`config.mk`:
```
export PLATFORM = sky130hd
export DESIGN_NAME = dea_analyzer
export DESIGN_NICKNAME = d
export VERILOG_FILES = /design/src/design/dea_pkg.sv /design/src/design/dea_tick_gen.sv /design/src/design/dea_analyzer.sv
export SDC_FILE = /design/constraint.sdc
export NUM_CORES = 1
export LEC_CHECK = 0
export BUFFER_PORTS_ARGS = -buffer_cell sky130_fd_sc_hd__buf_2
export CELL_PAD_IN_SITES_DETAIL_PLACEMENT = 0
export CELL_PAD_IN_SITES_GLOBAL_PLACEMENT = 2
export CORE_UTILIZATION = 29
export DETAILED_ROUTE_END_ITERATION = 10
export GPL_ROUTABILITY_DRIVEN = 0
export PLACE_DENSITY_LB_ADDON = 0.1
export SLEW_MARGIN = 20
export SYNTH_ARGS = -nofsm -noshare
export SYNTH_HDL_FRONTEND = slang
export SYNTH_SLANG_ARGS = --single-unit
```
`constraint.sdc`:
```
create_clock -name core_clk_i -period 73 [get_ports core_clk_i]
set_input_delay 3.65 -clock core_clk_i [delete_from_list [all_inputs] [get_ports core_clk_i]]
set_output_delay 3.65 -clock core_clk_i [all_outputs]
set_load 0.01 [all_outputs]
```
`src/design/dea_pkg.sv`:
```
// distortion/error analyzer: shared constants, register map, carrier types
// assumes a 125 MHz core clock and a 32-bit APB register bus
package dea_pkg;

	// ----------------------------------------------------------------
	// timing
	// ----------------------------------------------------------------
	localparam int unsigned CLK_HZ    = 125_000_000; // core clock rate
	localparam int unsigned TICKS_BIT = 200;         // time-base ticks per unit interval
	localparam int unsigned AUTO_SEC  = 5;           // auto reset period in seconds
	localparam int unsigned AUTO_CYC  = AUTO_SEC * CLK_HZ;
	localparam int unsigned MAX_ERR   = 50;          // error count limit per interval
	localparam logic [7:0]  PH_LAST   = 8'(TICKS_BIT - 1);
	localparam logic [7:0]  PH_MID    = 8'(TICKS_BIT / 2);

	// ----------------------------------------------------------------
	// register byte offsets
	// ----------------------------------------------------------------
	localparam logic [7:0] OFS_CTRL = 8'h00; // mode and selection
	localparam logic [7:0] OFS_CMD  = 8'h04; // write-one commands
	localparam logic [7:0] OFS_DIST = 8'h08; // distortion read-out
	localparam logic [7:0] OFS_ERR  = 8'h0C; // error count read-out
	localparam logic [7:0] OFS_STAT = 8'h10; // sticky events, write one to clear
	localparam logic [7:0] OFS_MASK = 8'h14; // interrupt enables
	localparam logic [7:0] OFS_OPT0 = 8'h18; // six range-B divisors follow, one word each
	localparam int unsigned N_OPT   = 6;

	// ----------------------------------------------------------------
	// field positions and reset values
	// ----------------------------------------------------------------
	localparam int unsigned CMD_CLR_DIST = 0;
	localparam int unsigned CMD_CLR_ERR  = 1;
	localparam int unsigned N_EVT        = 4;
	localparam int unsigned EV_PAR       = 0; // parity error
	localparam int unsigned EV_BIT       = 1; // pattern bit error
	localparam int unsigned EV_CHAR      = 2; // character received
	localparam int unsigned EV_IVL       = 3; // count interval ended
	localparam logic [31:0] CTRL_RST     = 32'h0000_0000;
	localparam logic [15:0] OPT_RST      = 16'h0041; // plain default divisor

	// ----------------------------------------------------------------
	// encodings
	// ----------------------------------------------------------------
	typedef enum logic [1:0] {SRC_A, SRC_B, SRC_EXT, SRC_RSV} src_e;
	typedef enum logic [1:0] {DM_PEAK, DM_BIAS, DM_END, DM_RSV} dmode_e;

	// control word, bit 31 downward
	typedef struct packed {
		logic [9:0] rsv;
		logic       ext_bsync; // bit phase from external bit sync
		logic [2:0] ivl_sel;   // 0..4 decades, others unbounded
		logic       prbs;      // pattern: pseudo random, else reversal
		logic       bit_err;   // count bit errors, else parity errors
		logic       auto_rst;  // automatic read-out reset
		logic [2:0] trans_sel; // 0 all transitions, n nth only
		dmode_e     dmode;     // distortion component
		logic       odd_par;   // odd parity, else even
		logic       sync_mode; // synchronous input
		logic [1:0] level;     // code level minus five
		logic [3:0] rate;      // range A rate or range B slot
		src_e       src;       // time base source
	} ctrl_s;

	// one measured transition
	typedef struct packed {
		logic       marking; // sense of the displacement
		logic [7:0] disp;    // half-percent units
	} disp_s;

	// ----------------------------------------------------------------
	// helpers
	// ----------------------------------------------------------------
	// core clocks per 200x tick for range A; rates held as twice the baud
	function automatic logic [15:0] rate_div(input logic [3:0] idx);
		int unsigned b2;
		b2 = 75;
		unique case (idx)
			4'd0: b2 = 75;
			4'd1: b2 = 100;
			4'd2: b2 = 150;
			4'd3: b2 = 300;
			4'd4: b2 = 600;
			4'd5: b2 = 1200;
			4'd6: b2 = 2400;
			4'd7: b2 = 4800;
			4'd8: b2 = 9600;
			default: b2 = 19200;
		endcase
		return 16'((2 * CLK_HZ) / (b2 * TICKS_BIT));
	endfunction : rate_div

	// bits per count interval; zero means unbounded
	function automatic logic [19:0] ivl_bits(input logic [2:0] sel);
		unique case (sel)
			3'd0: return 20'd100;
			3'd1: return 20'd1000;
			3'd2: return 20'd10000;
			3'd3: return 20'd100000;
			3'd4: return 20'd1000000;
			default: return 20'd0;
		endcase
	endfunction : ivl_bits

endpackage : dea_pkg

```
`src/design/dea_tick_gen.sv`:
```
// 200x time-base tick generator for the analyzer
// assumes the external time base is synchronous to core_clk_i
`timescale 1ns/1ps
module dea_tick_gen (
	input  wire logic        core_clk_i, // core clock
	input  wire logic        nrst_i,     // async reset, active low
	input  wire logic        ext_sel_i,  // use external time base
	input  wire logic [15:0] div_i,      // core clocks per tick
	input  wire logic        ext_tb_i,   // external 200x square wave
	output logic             tick_o      // one-cycle tick pulse
);

	logic [15:0] cnt_ff;   // divider count
	logic        ext_q_ff; // previous external level
	logic        tick_ff;  // registered tick

	// ----------------------------------------------------------------
	// divider and external edge
	// ----------------------------------------------------------------
	// a divisor of zero or one degrades to a tick every cycle, never a stall
	always_ff @(posedge core_clk_i or negedge nrst_i) begin
		if (!nrst_i) begin
			cnt_ff   <= 16'h0000;
			ext_q_ff <= 1'b0;
			tick_ff  <= 1'b0;
		end else begin
			ext_q_ff <= ext_tb_i;
			if (ext_sel_i) begin
				cnt_ff  <= 16'h0000;
				tick_ff <= ext_tb_i & ~ext_q_ff; // rising edge of the 200x wave
			end else if (cnt_ff + 16'h0001 >= div_i) begin
				cnt_ff  <= 16'h0000;
				tick_ff <= 1'b1;
			end else begin
				cnt_ff  <= cnt_ff + 16'h0001;
				tick_ff <= 1'b0;
			end
		end
	end

	assign tick_o = tick_ff;

endmodule : dea_tick_gen

```
`src/design/dea_analyzer.sv`:
```
// telegraph distortion and error analyzer core with an APB register file
// assumes sig_i, ext_tb_i and ext_bsync_i are synchronous to core_clk_i
`timescale 1ns/1ps
module dea_analyzer #(
	parameter int unsigned AUTO_CYC = dea_pkg::AUTO_CYC // five seconds of core clocks
) (
	input  wire logic        core_clk_i,  // core clock
	input  wire logic        nrst_i,      // async reset, active low
	input  wire logic        psel,        // apb select
	input  wire logic        penable,     // apb enable
	input  wire logic        pwrite,      // apb direction
	input  wire logic [7:0]  paddr,       // apb byte address
	input  wire logic [31:0] pwdata,      // apb write data
	output logic [31:0]      prdata,      // apb read data
	output logic             pready,      // apb ready
	output logic             pslverr,     // apb error on unmapped address
	input  wire logic        sig_i,       // signal under test, 1 = mark
	input  wire logic        ext_tb_i,    // external 200x time base
	input  wire logic        ext_bsync_i, // external bit sync
	output logic             pattern_o,   // test pattern
	output logic             err_pulse_o, // error pulse
	output logic             bit_sync_o,  // bit timing square wave
	output logic             char_sync_o, // character sync pulse
	output logic             alarm_o,     // parity alarm lamp
	output logic             irq_o        // interrupt, level
);

	// ----------------------------------------------------------------
	// declarations
	// ----------------------------------------------------------------
	typedef enum logic {FR_IDLE, FR_BUSY} frame_e;

	dea_pkg::ctrl_s  ctrl_ff;                 // control word
	logic [15:0]     opt_ff [dea_pkg::N_OPT]; // range B divisors
	logic [3:0]      stat_ff, mask_ff;        // sticky events and enables
	logic [31:0]     prdata_ff;               // read data
	logic            pready_ff, pslverr_ff;   // bus answer
	logic            irq_ff;                  // interrupt level
	logic [15:0]     div;                     // selected divisor
	logic            tick;                    // 200x tick
	logic [7:0]      phase_ff;                // tick within unit interval
	logic            sig_q_ff, bs_q_ff;       // previous levels
	logic            aligned_ff;              // sync mode phase known
	frame_e          fr_ff;                   // start-stop frame state
	logic [3:0]      elem_ff;                 // element index in frame
	logic [2:0]      tr_ff;                   // transition index in frame
	logic [7:0]      chr_ff;                  // received data bits
	dea_pkg::disp_s  dist_ff;                 // held distortion result
	logic            dvalid_ff;               // result holds a measurement
	logic [8:0]      hist_ff;                 // received bit history
	logic [3:0]      fill_ff;                 // history warm-up count
	logic [8:0]      pat_ff;                  // pattern generator state
	logic [5:0]      ecnt_ff;                 // error count
	logic [19:0]     bits_ff;                 // bits in interval
	logic            done_ff;                 // interval ended, count held
	logic [31:0]     wait_ff;                 // auto reset timer
	logic            err_ff, chs_ff, bsy_ff;  // output pulses and levels
	logic            alarm_ff;                // parity alarm

	logic            wr, rd, chg, fall, late, mid, bit_end, samp, stop_elem;
	logic [3:0]      last_elem;
	logic            par_err, bit_err, err_evt, ivl_end, auto_fire;
	dea_pkg::disp_s  meas;
	logic [3:0]      bnd;
	logic            qual;
	logic [3:0]      evt;
	logic            clr_dist, clr_err;

	// ----------------------------------------------------------------
	// apb slave: one wait state, writes act at the ready edge
	// ----------------------------------------------------------------
	assign wr       = psel & penable & pready_ff & pwrite;
	assign rd       = psel & penable & ~pready_ff & ~pwrite;
	assign clr_dist = wr & (paddr == dea_pkg::OFS_CMD) & pwdata[dea_pkg::CMD_CLR_DIST];
	assign clr_err  = wr & (paddr == dea_pkg::OFS_CMD) & pwdata[dea_pkg::CMD_CLR_ERR];

	// ready, error and read data are registered so every bus output is a flop
	always_ff @(posedge core_clk_i or negedge nrst_i) begin
		if (!nrst_i) begin
			pready_ff  <= 1'b0;
			pslverr_ff <= 1'b0;
			prdata_ff  <= 32'h0000_0000;
		end else begin
			pready_ff  <= psel & penable & ~pready_ff;
			pslverr_ff <= 1'b0;
			prdata_ff  <= 32'h0000_0000;
			if (psel & penable & ~pready_ff) begin
				if (paddr > dea_pkg::OFS_OPT0 + 8'(4 * (dea_pkg::N_OPT - 1)) || paddr[1:0] != 2'b00)
					pslverr_ff <= 1'b1; // unmapped word
				else if (paddr >= dea_pkg::OFS_OPT0)
					prdata_ff <= rd ? {16'h0000, opt_ff[3'((paddr - dea_pkg::OFS_OPT0) >> 2)]} : 32'h0000_0000;
				else if (rd) begin
					unique case (paddr)
						dea_pkg::OFS_CTRL: prdata_ff <= ctrl_ff;
						dea_pkg::OFS_DIST: prdata_ff <= {22'h00_0000, dvalid_ff, dist_ff};
						dea_pkg::OFS_ERR:  prdata_ff <= {23'h00_0000, done_ff, 2'b00, ecnt_ff};
						dea_pkg::OFS_STAT: prdata_ff <= {28'h000_0000, stat_ff};
						dea_pkg::OFS_MASK: prdata_ff <= {28'h000_0000, mask_ff};
						default:           prdata_ff <= 32'h0000_0000; // command reads zero
					endcase
				end
			end
		end
	end

	// control, mask and divisor registers
	always_ff @(posedge core_clk_i or negedge nrst_i) begin
		if (!nrst_i) begin
			ctrl_ff <= dea_pkg::CTRL_RST;
			mask_ff <= 4'h0;
			for (int i = 0; i < dea_pkg::N_OPT; i++)
				opt_ff[i] <= dea_pkg::OPT_RST;
		end else if (wr) begin
			if (paddr == dea_pkg::OFS_CTRL)
				ctrl_ff <= pwdata;
			if (paddr == dea_pkg::OFS_MASK)
				mask_ff <= pwdata[3:0];
			for (int i = 0; i < dea_pkg::N_OPT; i++)
				if (paddr == dea_pkg::OFS_OPT0 + 8'(4 * i))
					opt_ff[i] <= pwdata[15:0];
		end
	end

	// sticky events: a set in the clearing cycle wins
	assign evt = {ivl_end, samp & stop_elem & fr_ff == FR_BUSY, bit_err, par_err};
	always_ff @(posedge core_clk_i or negedge nrst_i) begin
		if (!nrst_i) begin
			stat_ff <= 4'h0;
			irq_ff  <= 1'b0;
		end else begin
			stat_ff <= (stat_ff & ~((wr && paddr == dea_pkg::OFS_STAT) ? pwdata[3:0] : 4'h0)) | evt;
			irq_ff  <= |(stat_ff & mask_ff);
		end
	end

	// ----------------------------------------------------------------
	// time base and bit phase
	// ----------------------------------------------------------------
	// range A uses the fixed table, range B a user divisor per slot
	assign div = (ctrl_ff.src == dea_pkg::SRC_B) ?
		opt_ff[(ctrl_ff.rate < 4'(dea_pkg::N_OPT)) ? 3'(ctrl_ff.rate) : 3'd0] :
		dea_pkg::rate_div(ctrl_ff.rate);

	dea_tick_gen u_tick (
		.core_clk_i (core_clk_i),
		.nrst_i     (nrst_i),
		.ext_sel_i  (ctrl_ff.src == dea_pkg::SRC_EXT),
		.div_i      (div),
		.ext_tb_i   (ext_tb_i),
		.tick_o     (tick)
	);

	assign chg     = sig_i != sig_q_ff;
	assign fall    = chg & ~sig_i;
	assign mid     = tick & (phase_ff == dea_pkg::PH_MID);
	assign bit_end = tick & (phase_ff == dea_pkg::PH_LAST);

	// phase restarts at a start edge, at the first sync-mode edge, or at bit sync
	always_ff @(posedge core_clk_i or negedge nrst_i) begin
		if (!nrst_i) begin
			phase_ff   <= 8'h00;
			sig_q_ff   <= 1'b1;
			bs_q_ff    <= 1'b0;
			aligned_ff <= 1'b0;
		end else begin
			sig_q_ff <= sig_i;
			bs_q_ff  <= ext_bsync_i;
			if (ctrl_ff.ext_bsync & ext_bsync_i & ~bs_q_ff) begin
				phase_ff   <= 8'h00;
				aligned_ff <= 1'b1;
			end else if ((~ctrl_ff.sync_mode & fr_ff == FR_IDLE & fall) |
			             (ctrl_ff.sync_mode & ~aligned_ff & chg)) begin
				phase_ff   <= 8'h00;
				aligned_ff <= ctrl_ff.sync_mode;
			end else if (tick)
				phase_ff <= bit_end ? 8'h00 : phase_ff + 8'h01;
		end
	end

	// ----------------------------------------------------------------
	// frame tracking and bit sampling
	// ----------------------------------------------------------------
	assign last_elem = 4'd6 + {2'b00, ctrl_ff.level}; // stop element index
	assign samp      = mid & (ctrl_ff.sync_mode | fr_ff == FR_BUSY);
	assign stop_elem = elem_ff == last_elem;

	// start, data and stop elements, sampled mid-interval
	always_ff @(posedge core_clk_i or negedge nrst_i) begin
		if (!nrst_i) begin
			fr_ff   <= FR_IDLE;
			elem_ff <= 4'h0;
			chr_ff  <= 8'h00;
		end else if (ctrl_ff.sync_mode) begin
			fr_ff <= FR_IDLE;
			if (samp) begin
				chr_ff  <= {sig_i, chr_ff[7:1]};
				elem_ff <= (elem_ff == 4'd7) ? 4'h0 : elem_ff + 4'h1;
			end
		end else begin
			unique case (fr_ff)
				FR_IDLE: begin
					elem_ff <= 4'h0;
					if (fall)
						fr_ff <= FR_BUSY;
				end
				FR_BUSY: begin
					if (samp) begin
						if (elem_ff == 4'h0 && sig_i)
							fr_ff <= FR_IDLE; // start element did not hold
						else if (stop_elem)
							fr_ff <= FR_IDLE;
						else if (elem_ff != 4'h0)
							chr_ff <= {sig_i, chr_ff[7:1]} >> (2'd3 - ctrl_ff.level);
					end
					if (bit_end)
						elem_ff <= elem_ff + 4'h1;
				end
			endcase
		end
	end

	// ----------------------------------------------------------------
	// distortion measurement
	// ----------------------------------------------------------------
	// each tick is half a percent; a late edge lengthens the element before it
	assign late         = phase_ff < dea_pkg::PH_MID;
	assign meas.disp    = late ? phase_ff : 8'(dea_pkg::TICKS_BIT) - phase_ff;
	assign meas.marking = fall == late;
	assign bnd          = late ? elem_ff : elem_ff + 4'h1;

	// component and transition position gating
	always_comb begin
		qual = chg & (ctrl_ff.sync_mode ? aligned_ff : fr_ff == FR_BUSY);
		unique case (ctrl_ff.dmode)
			dea_pkg::DM_BIAS: qual = qual & ~(~ctrl_ff.sync_mode & bnd == last_elem);
			dea_pkg::DM_END:  qual = qual & ~ctrl_ff.sync_mode & bnd == last_elem;
			default:          qual = qual; // peak takes all
		endcase
		if (ctrl_ff.trans_sel != 3'd0)
			qual = qual & (tr_ff + 3'd1 == ctrl_ff.trans_sel);
	end

	// largest displacement since clear, with its sense
	always_ff @(posedge core_clk_i or negedge nrst_i) begin
		if (!nrst_i) begin
			dist_ff   <= '0;
			dvalid_ff <= 1'b0;
			tr_ff     <= 3'd0;
		end else begin
			if (chg)
				tr_ff <= (fr_ff == FR_IDLE || ctrl_ff.sync_mode) ? 3'd0 : tr_ff + 3'd1;
			if (qual && (!dvalid_ff || meas.disp > dist_ff.disp)) begin
				dist_ff   <= meas;
				dvalid_ff <= 1'b1;
			end else if (clr_dist || (auto_fire && ctrl_ff.dmode == dea_pkg::DM_PEAK)) begin
				dist_ff   <= '0;
				dvalid_ff <= 1'b0;
			end
		end
	end

	// ----------------------------------------------------------------
	// parity and pattern bit checks
	// ----------------------------------------------------------------
	// parity only means something on eight-level characters
	assign par_err = samp & stop_elem & fr_ff == FR_BUSY & ~ctrl_ff.sync_mode &
		ctrl_ff.level == 2'd3 & ((^chr_ff) != ctrl_ff.odd_par);

	// pseudo random is self-synchronising off received history, reversal checks toggling
	assign bit_err = samp & ~(~ctrl_ff.sync_mode & (elem_ff == 4'h0 | stop_elem)) & fill_ff == 4'd9 &
		(sig_i != (ctrl_ff.prbs ? hist_ff[8] ^ hist_ff[4] : ~hist_ff[0]));

	always_ff @(posedge core_clk_i or negedge nrst_i) begin
		if (!nrst_i) begin
			hist_ff <= 9'h000;
			fill_ff <= 4'h0;
		end else if (samp && (ctrl_ff.sync_mode || (elem_ff != 4'h0 && !stop_elem))) begin
			hist_ff <= {hist_ff[7:0], sig_i};
			if (fill_ff != 4'd9)
				fill_ff <= fill_ff + 4'h1;
		end
	end

	// ----------------------------------------------------------------
	// error counter and automatic reset
	// ----------------------------------------------------------------
	assign err_evt   = ~done_ff & (ctrl_ff.bit_err ? bit_err : par_err);
	assign ivl_end   = samp & ~done_ff & dea_pkg::ivl_bits(ctrl_ff.ivl_sel) != 20'd0 &
		bits_ff + 20'd1 == dea_pkg::ivl_bits(ctrl_ff.ivl_sel);
	assign auto_fire = ctrl_ff.auto_rst & wait_ff + 32'd1 >= AUTO_CYC;

	// count saturates at the limit; a finished interval holds until a clear command or an auto reset, and auto reset skips parity counting in sync mode
	always_ff @(posedge core_clk_i or negedge nrst_i) begin
		if (!nrst_i) begin
			ecnt_ff <= 6'd0;
			bits_ff <= 20'd0;
			done_ff <= 1'b0;
		end else if (clr_err || (auto_fire && done_ff && ctrl_ff.bit_err | ~ctrl_ff.sync_mode)) begin
			ecnt_ff <= 6'd0;
			bits_ff <= 20'd0;
			done_ff <= 1'b0;
		end else begin
			if (err_evt && ecnt_ff != 6'(dea_pkg::MAX_ERR))
				ecnt_ff <= ecnt_ff + 6'd1;
			if (samp && !done_ff)
				bits_ff <= bits_ff + 20'd1;
			if (ivl_end)
				done_ff <= 1'b1;
		end
	end

	// one timer: free-running in peak mode, started by interval end when counting
	always_ff @(posedge core_clk_i or negedge nrst_i) begin
		if (!nrst_i)
			wait_ff <= 32'd0;
		else if (!ctrl_ff.auto_rst || auto_fire)
			wait_ff <= 32'd0;
		else if (done_ff || ctrl_ff.dmode == dea_pkg::DM_PEAK)
			wait_ff <= wait_ff + 32'd1;
	end

	// ----------------------------------------------------------------
	// outputs
	// ----------------------------------------------------------------
	always_ff @(posedge core_clk_i or negedge nrst_i) begin
		if (!nrst_i) begin
			pat_ff   <= 9'h1FF;
			err_ff   <= 1'b0;
			chs_ff   <= 1'b0;
			bsy_ff   <= 1'b0;
			alarm_ff <= 1'b0;
		end else begin
			if (bit_end)
				pat_ff <= ctrl_ff.prbs ? {pat_ff[7:0], pat_ff[8] ^ pat_ff[4]} : {8'h00, ~pat_ff[0]};
			err_ff <= bit_err | par_err;
			chs_ff <= samp & (ctrl_ff.sync_mode ? elem_ff == 4'd7 : stop_elem);
			bsy_ff <= phase_ff < dea_pkg::PH_MID;
			if (par_err)
				alarm_ff <= 1'b1;
			else if (clr_err)
				alarm_ff <= 1'b0;
		end
	end

	assign prdata      = prdata_ff;
	assign pready      = pready_ff;
	assign pslverr     = pslverr_ff;
	assign pattern_o   = pat_ff[0];
	assign err_pulse_o = err_ff;
	assign bit_sync_o  = bsy_ff;
	assign char_sync_o = chs_ff;
	assign alarm_o     = alarm_ff;
	assign irq_o       = irq_ff;

endmodule : dea_analyzer

```
* Word-level counts from Yosys, hierarchy flattened
Memories as Yosys holds them, arrays and structs flattened.
Index checks and enable logic that the tools add are counted.
** Word-level totals
- Flip-flop bits (word level) :: 311
- Bits of input ports :: 48
- Memories kept :: 1
- Output and inout port bits :: 40
- Logic and storage cells :: 302
- ROM bits :: 240
** Cells by class
- $add $sub $neg :: 12
- Reductions and logical operators :: 53
- Multiplexer cells :: 70
- Bitwise gates (word level) :: 66
- $mul :: 1
- Div/mod/pow operators :: 1
- Shift operators :: 1
- Eq/ne operators :: 38
- $lt $le $gt $ge :: 9
** Memories
- (name not given) :: depth 16, bits a word 15, rd ports 1, clocked after Yosys merged registers in 0, write ports 0, RTL line dea_pkg.sv:77 : unique case (idx)
** Operators by type and width (number)
- two-way mux 32 bit :: 6
- one-hot mux 32 bit (5 select lines) :: 1
- two-way mux 16 bit :: 8
- one-hot mux 20 bit (5 select lines) :: 1
- binary-select mux 16 bit (select 3 bit) :: 2
- two-way mux 8 bit :: 12
- bitwise AND 1 bit :: 40
- two-way mux 20 bit :: 2
- adder 32 x 1 -> 32 bit (second input constant) :: 1
- divider 28 x 32 -> 32 bit (first input constant) :: 1
- == test 8 x 5 -> 1 bit (second input constant) :: 4
- == test 8 x 6 -> 1 bit (second input constant) :: 4
- >= comparator 32 x 30 -> 1 bit (second input constant) :: 1
- multiplier 32 x 5 -> 29 bit (second input constant) :: 1
- two-way mux 9 bit :: 3
- two-way mux 4 bit :: 6
- two-way mux 1 bit :: 22
- adder 20 x 1 -> 20 bit (second input constant) :: 1
- == test 20 bit :: 1
- AND reduction 2 bit :: 10
- nonzero test 2 bit :: 10
- nonzero test 20 bit :: 1
- adder 16 x 1 -> 16 bit (second input constant) :: 1
- == test 8 x 4 -> 1 bit (second input constant) :: 2
- 58 further kinds :: 110

* Longest topological paths before layout
- Word-level depth :: 13
- Mapped depth :: 365
- Mapped depth without buffers :: 327

* Cells and area by module
A second synthesis with hierarchy kept.
** Unflattened totals
- Cell total of the unflattened synthesis :: 5381
- Area, all modules :: 42009.0 um^2
** Modules (own cells, without submodules)
- dea_analyzer :: sequential area each 7359.6 um^2, times used 1, area each 40682.8 um^2, cells an instance 5245
- dea_tick_gen :: sequential area each 450.4 um^2, times used 1, area each 1326.3 um^2, cells an instance 136

* Least setup slack after synthesis
OpenSTA, ideal clock, no wires.
- Kind :: register to register
- Start :: register ctrl_ff[2] (netlist bit)
- End :: register u_tick.tick_ff (netlist: u_tick.tick_o)
- Clock period less this slack :: 61.467 ns
- Path slack :: 11.533 ns
- Setup time :: 0.130 ns
- Path buffers :: 40
- Stages on the path, launching flop included :: 312
- Data required time :: 72.870 ns
- Arrival time :: 61.337 ns
- Cells stage by stage :: dfrtp_1 -> clkbuf_1 -> clkbuf_1 -> inv_1 -> ha_1 -> clkbuf_1 -> clkbuf_1 -> buf_1 -> mux2i_1 -> o21ai_0 -> ha_1 -> ha_1 -> fa_1 -> ha_1 -> a21oi_1 -> nand2_1 -> o21ai_0 -> and3_1 -> (+276 left out) -> a21oi_1 -> nor2b_1 -> o21ai_0 -> nand2b_1 -> a21oi_1 -> nor2b_1 -> o21ai_0 -> nand2b_1 -> a21oi_1 -> nor2b_1 -> o21ai_0 -> nand2b_1 -> a21oi_1 -> nor2b_1 -> o21ai_0 -> nand2_1 -> clkbuf_1 -> a21boi_0
** On the way
- Longest elaborated chain between the ends :: 10
- Elaborated cells between the ends (all ways) :: 13
- Those cells by class :: mul (1); div (1); order compare (2); mux (7); bitwise (1); memory (1)
** Ends and longest elaborated chain
- start, declared :: RTL line dea_analyzer.sv:33 : dea_pkg::ctrl_s ctrl_ff;
- start signal, assigned :: RTL line dea_analyzer.sv:109 : ctrl_ff <= dea_pkg::CTRL_RST;
- start signal, assigned :: RTL line dea_analyzer.sv:115 : ctrl_ff <= pwdata;
- parallel branches: the longest is 6 deep, another holds multiplier 32 x 5 -> 29 bit
- two-way mux 16 bit (*) :: RTL line dea_analyzer.sv:140 : assign div = (ctrl_ff.src == dea_pkg::SRC_B) ?
- >= comparator 16 bit (*) :: RTL line dea_tick_gen.sv:31 : end else if (cnt_ff + 16'h0001 >= div_i) begin
- two-way mux 1 bit (*) :: RTL line dea_tick_gen.sv:31
- two-way mux 1 bit (*) :: RTL line dea_tick_gen.sv:28 : if (ext_sel_i) begin
- end signal, assigned :: RTL line dea_tick_gen.sv:30 : tick_ff <= ext_tb_i & ~ext_q_ff;
- end, declared :: RTL line dea_tick_gen.sv:15 : logic tick_ff;
Every way passes the cells marked *. The select of a mux whose other input is x is not followed.
A chain may end at the register's enable or synchronous reset.

* Worst setup path after layout
- Start :: register ctrl_ff[3] (netlist bit)
- End :: register u_tick.tick_ff (netlist: u_tick.tick_o)
The elaborated chain is that of the path after synthesis.

==> out/results.ini <==
[cts]
cts.htree.levels=2
cts.sinks=311
cts-hold-fix-buffers=0
worst_skew_pair.late_latency_ps=550
cts_tree=yes
cts-root-buf=clkbuf_16
clockBufferDepth=3
cts.clk_slew.worst_paths_ps=70
numCtsBuffers=35

[die]
die_w_um=382
core-area_um2=143000
dieArea_um2=146000
rows=139
io_pins=88
initial_utilization_pct=29.2
dieHeight_um=382

[finish]
postLayoutCellArea_um2=46100
drive_above_1_share_pct=11.3
nets=5929
instances_no_fill=7352
seq_area_um2=7810
fillers=15500
diodes=0
area_delta_synth_final_pct=10.1
fin_util_pct=32.2
multiInputGateArea_um2=32800

[logic_synthesis]
yosysMostFrequentCell=nand2_1
synth_top_cell_by_area=dfrtp_1
yosys_warnings=0
synth-edff-count=0
synthTopCellsByArea=dfrtp_1 (17%), ha_1 (13%), a21oi_1 (5.5%)
synth_top_flop_cell=dfrtp_1
ys_async_sr_fraction_pct=100
yosys.cell_types.count=121
netlist.area_leader.share_pct=17.3
netlist_area_um2=41900
syn_area_per_cell_um2=7.77
synthTopCellsByCount=nand2_1 (567), nor2_1 (482), a21oi_1 (464)
ys_seq_area_share_pct=18.6
synth_cells=5395
ys_seq_elements=311

[job]
maxCapViolCount=0

[route]
dr.first_iter.drc_count=2429
wl_mm=175
drtAntennaViolNets=0
wire_per_inst_um=23.9
vias=40800
viasPerCell=5.56
firstDrtPassIters=5
drcViolationCount=0

[critical_path]
end_kind=flip-flop
cp_slowest_stage_delay_ps=850
crit_path_start_kind=flip-flop
path_common_cell=a21oi_1
path_max_fanout=26
path_class=flip-flop to flip-flop
cp.required_ps=73410
worst_ep_arrival_time_ps=68290
cpMaxStageDelayCell=nor2b_2

[global_route]
grt_pass1_wl_mm=261
grt.total_usage_pct=23.2
grt_max_degree=120
grt-ovfl-total=0
grt_pass1_vias=39900
antenna_found_initial=6

[timing]
fmax_ghz=0.0147
finalSetupViolCount=0
relSlewSlack_pct=26.2
fin_crit_sh_pct=93.0
drv_slew=0
post-route-min-period_ps=67880
fin_skew_ps=25.6
setup_ws_ps=5120
hold_violations=0
worst_slew_pin_slew_ps=1100

[status]
status=finished clean

[placed_design]
io_buffers=87
place_area_um2=44700
placedCellCount=7269
dp_hpwl_mm=134
place_ws_ps=435

[min_path]
min_path_type=flip-flop to flip-flop

-- through the flow --
step | hold WS (ps) | setup TNS [ps]
2_1_floorplan | 439 | 0
3_3_place_gp | 452 | 0
5_1_grt | 487 | -185
3_5_place_dp | 456 | 0
6_report | 465 | 0
4_1_cts | 469 | 0
-- sequential cells by signal (all words and copies together) (netlist names), 3 cells and up --
signal         flops
opt_ff            96
ctrl_ff           32
prdata            32
wait_ff           32
bits_ff           20
u_tick.cnt_ff     16
dist_ff            9
hist_ff            9
pat_ff             9
chr_ff             8
phase_ff           8
ecnt_ff            6
elem_ff            4
fill_ff            4
mask_ff            4
stat_ff            4
tr_ff              3
-- cell families (layout without fill, tap and decap cells) --
group / Yosys count / after routing / share of synthesized area [%]
and+or+nand+nor: 1903 / 1908 / 22.0
xor gates and xnor gates: 386 / 386 / 8.08
buffers and inverters: 398 / 446 / 3.64
AOI/OAI and AO/OA: 1657 / 1657 / 25.5
DFF: 311 / 311 / 18.6
muxes: 281 / 281 / 8.24
other: 1 / 2 / 0.00895
adders and majority gates: 458 / 458 / 13.8
-- cell usage in the layout, fill, tap and decap left out, drive strengths merged, types with 116 or more instances in the layout --
| master | synthesis | layout |
|---|---|---|
| a21o | 161 | 161 |
| a21oi | 466 | 466 |
| buf | 40 | 196 |
| dfrtp | 289 | 289 |
| ha | 447 | 447 |
| inv | 183 | 181 |
| mux2 | 177 | 177 |
| nand2 | 568 | 568 |
| nand3 | 159 | 159 |
| nor2 | 486 | 488 |
| nor3 | 116 | 116 |
| o21ai | 408 | 408 |
| xnor2 | 221 | 221 |
| xor2 | 165 | 165 |
-- critical path, delay by kind of cell, from the launching register on --
family                     cells  cell delay [ps]
DFF                            1              450
xor gates and xnor gates       1              180
muxes                          5             1820
AOI/OAI and AO/OA            145            33020
adders and majority gates     29            10290
and+or+nand+nor               89            16230
buffers and inverters         25             5460
-- timing repair --
item,CTS,global route
resized for setup,0,31
setup buffers,0,16
endpoints found under the setup margin,0,17
-- final timing paths --
kind | startpoint | to | slack [ps] | cells after the start
setup / recovery | ctrl_ff[3]$_DFFE_PN0P_ | u_tick.tick_o$_DFF_PN0_ | 5120 | 294
min in group asynchronous | nrst_i | bits_ff[7]$_DFFE_PN0P_ | 3220 | 1
max in group asynchronous | nrst_i | wait_ff[16]$_DFFE_PN0P_ | 67810 | 3
hold reg to reg | hist_ff[2]$_DFFE_PN0P_ | hist_ff[2]$_DFFE_PN0P_ | 470 | 2
setup reg to reg | ctrl_ff[3]$_DFFE_PN0P_ | u_tick.tick_o$_DFF_PN0_ | 5120 | 294
hold / removal | hist_ff[2]$_DFFE_PN0P_ | hist_ff[2]$_DFFE_PN0P_ | 470 | 2
-- cell type report --
cell class | count | area share [%]
Clock buffer | 56 | 2.22
Multi-Input combinational cell | 4692 | 71.2
Timing Repair Buffer | 196 | 2.80
Tap cell | 1903 | 5.16
Clock inverter | 6 | 0.174
Inverter | 188 | 1.55
Sequential cell | 311 | 16.9
-- routing by layer --
metal  track usage, %  routed length, µm  vias to the layer above
met2             40.4              84200                      769
li1                 -                  -                    20000
met5                0                 25                        -
met3             1.46               4990                      175
met1             31.4              82200                    19900
met4             4.98               4020                        4
Power is left out: the tool's default activity adds up to more than one toggle a clock period on the data nets, which glitch-free logic cannot reach.
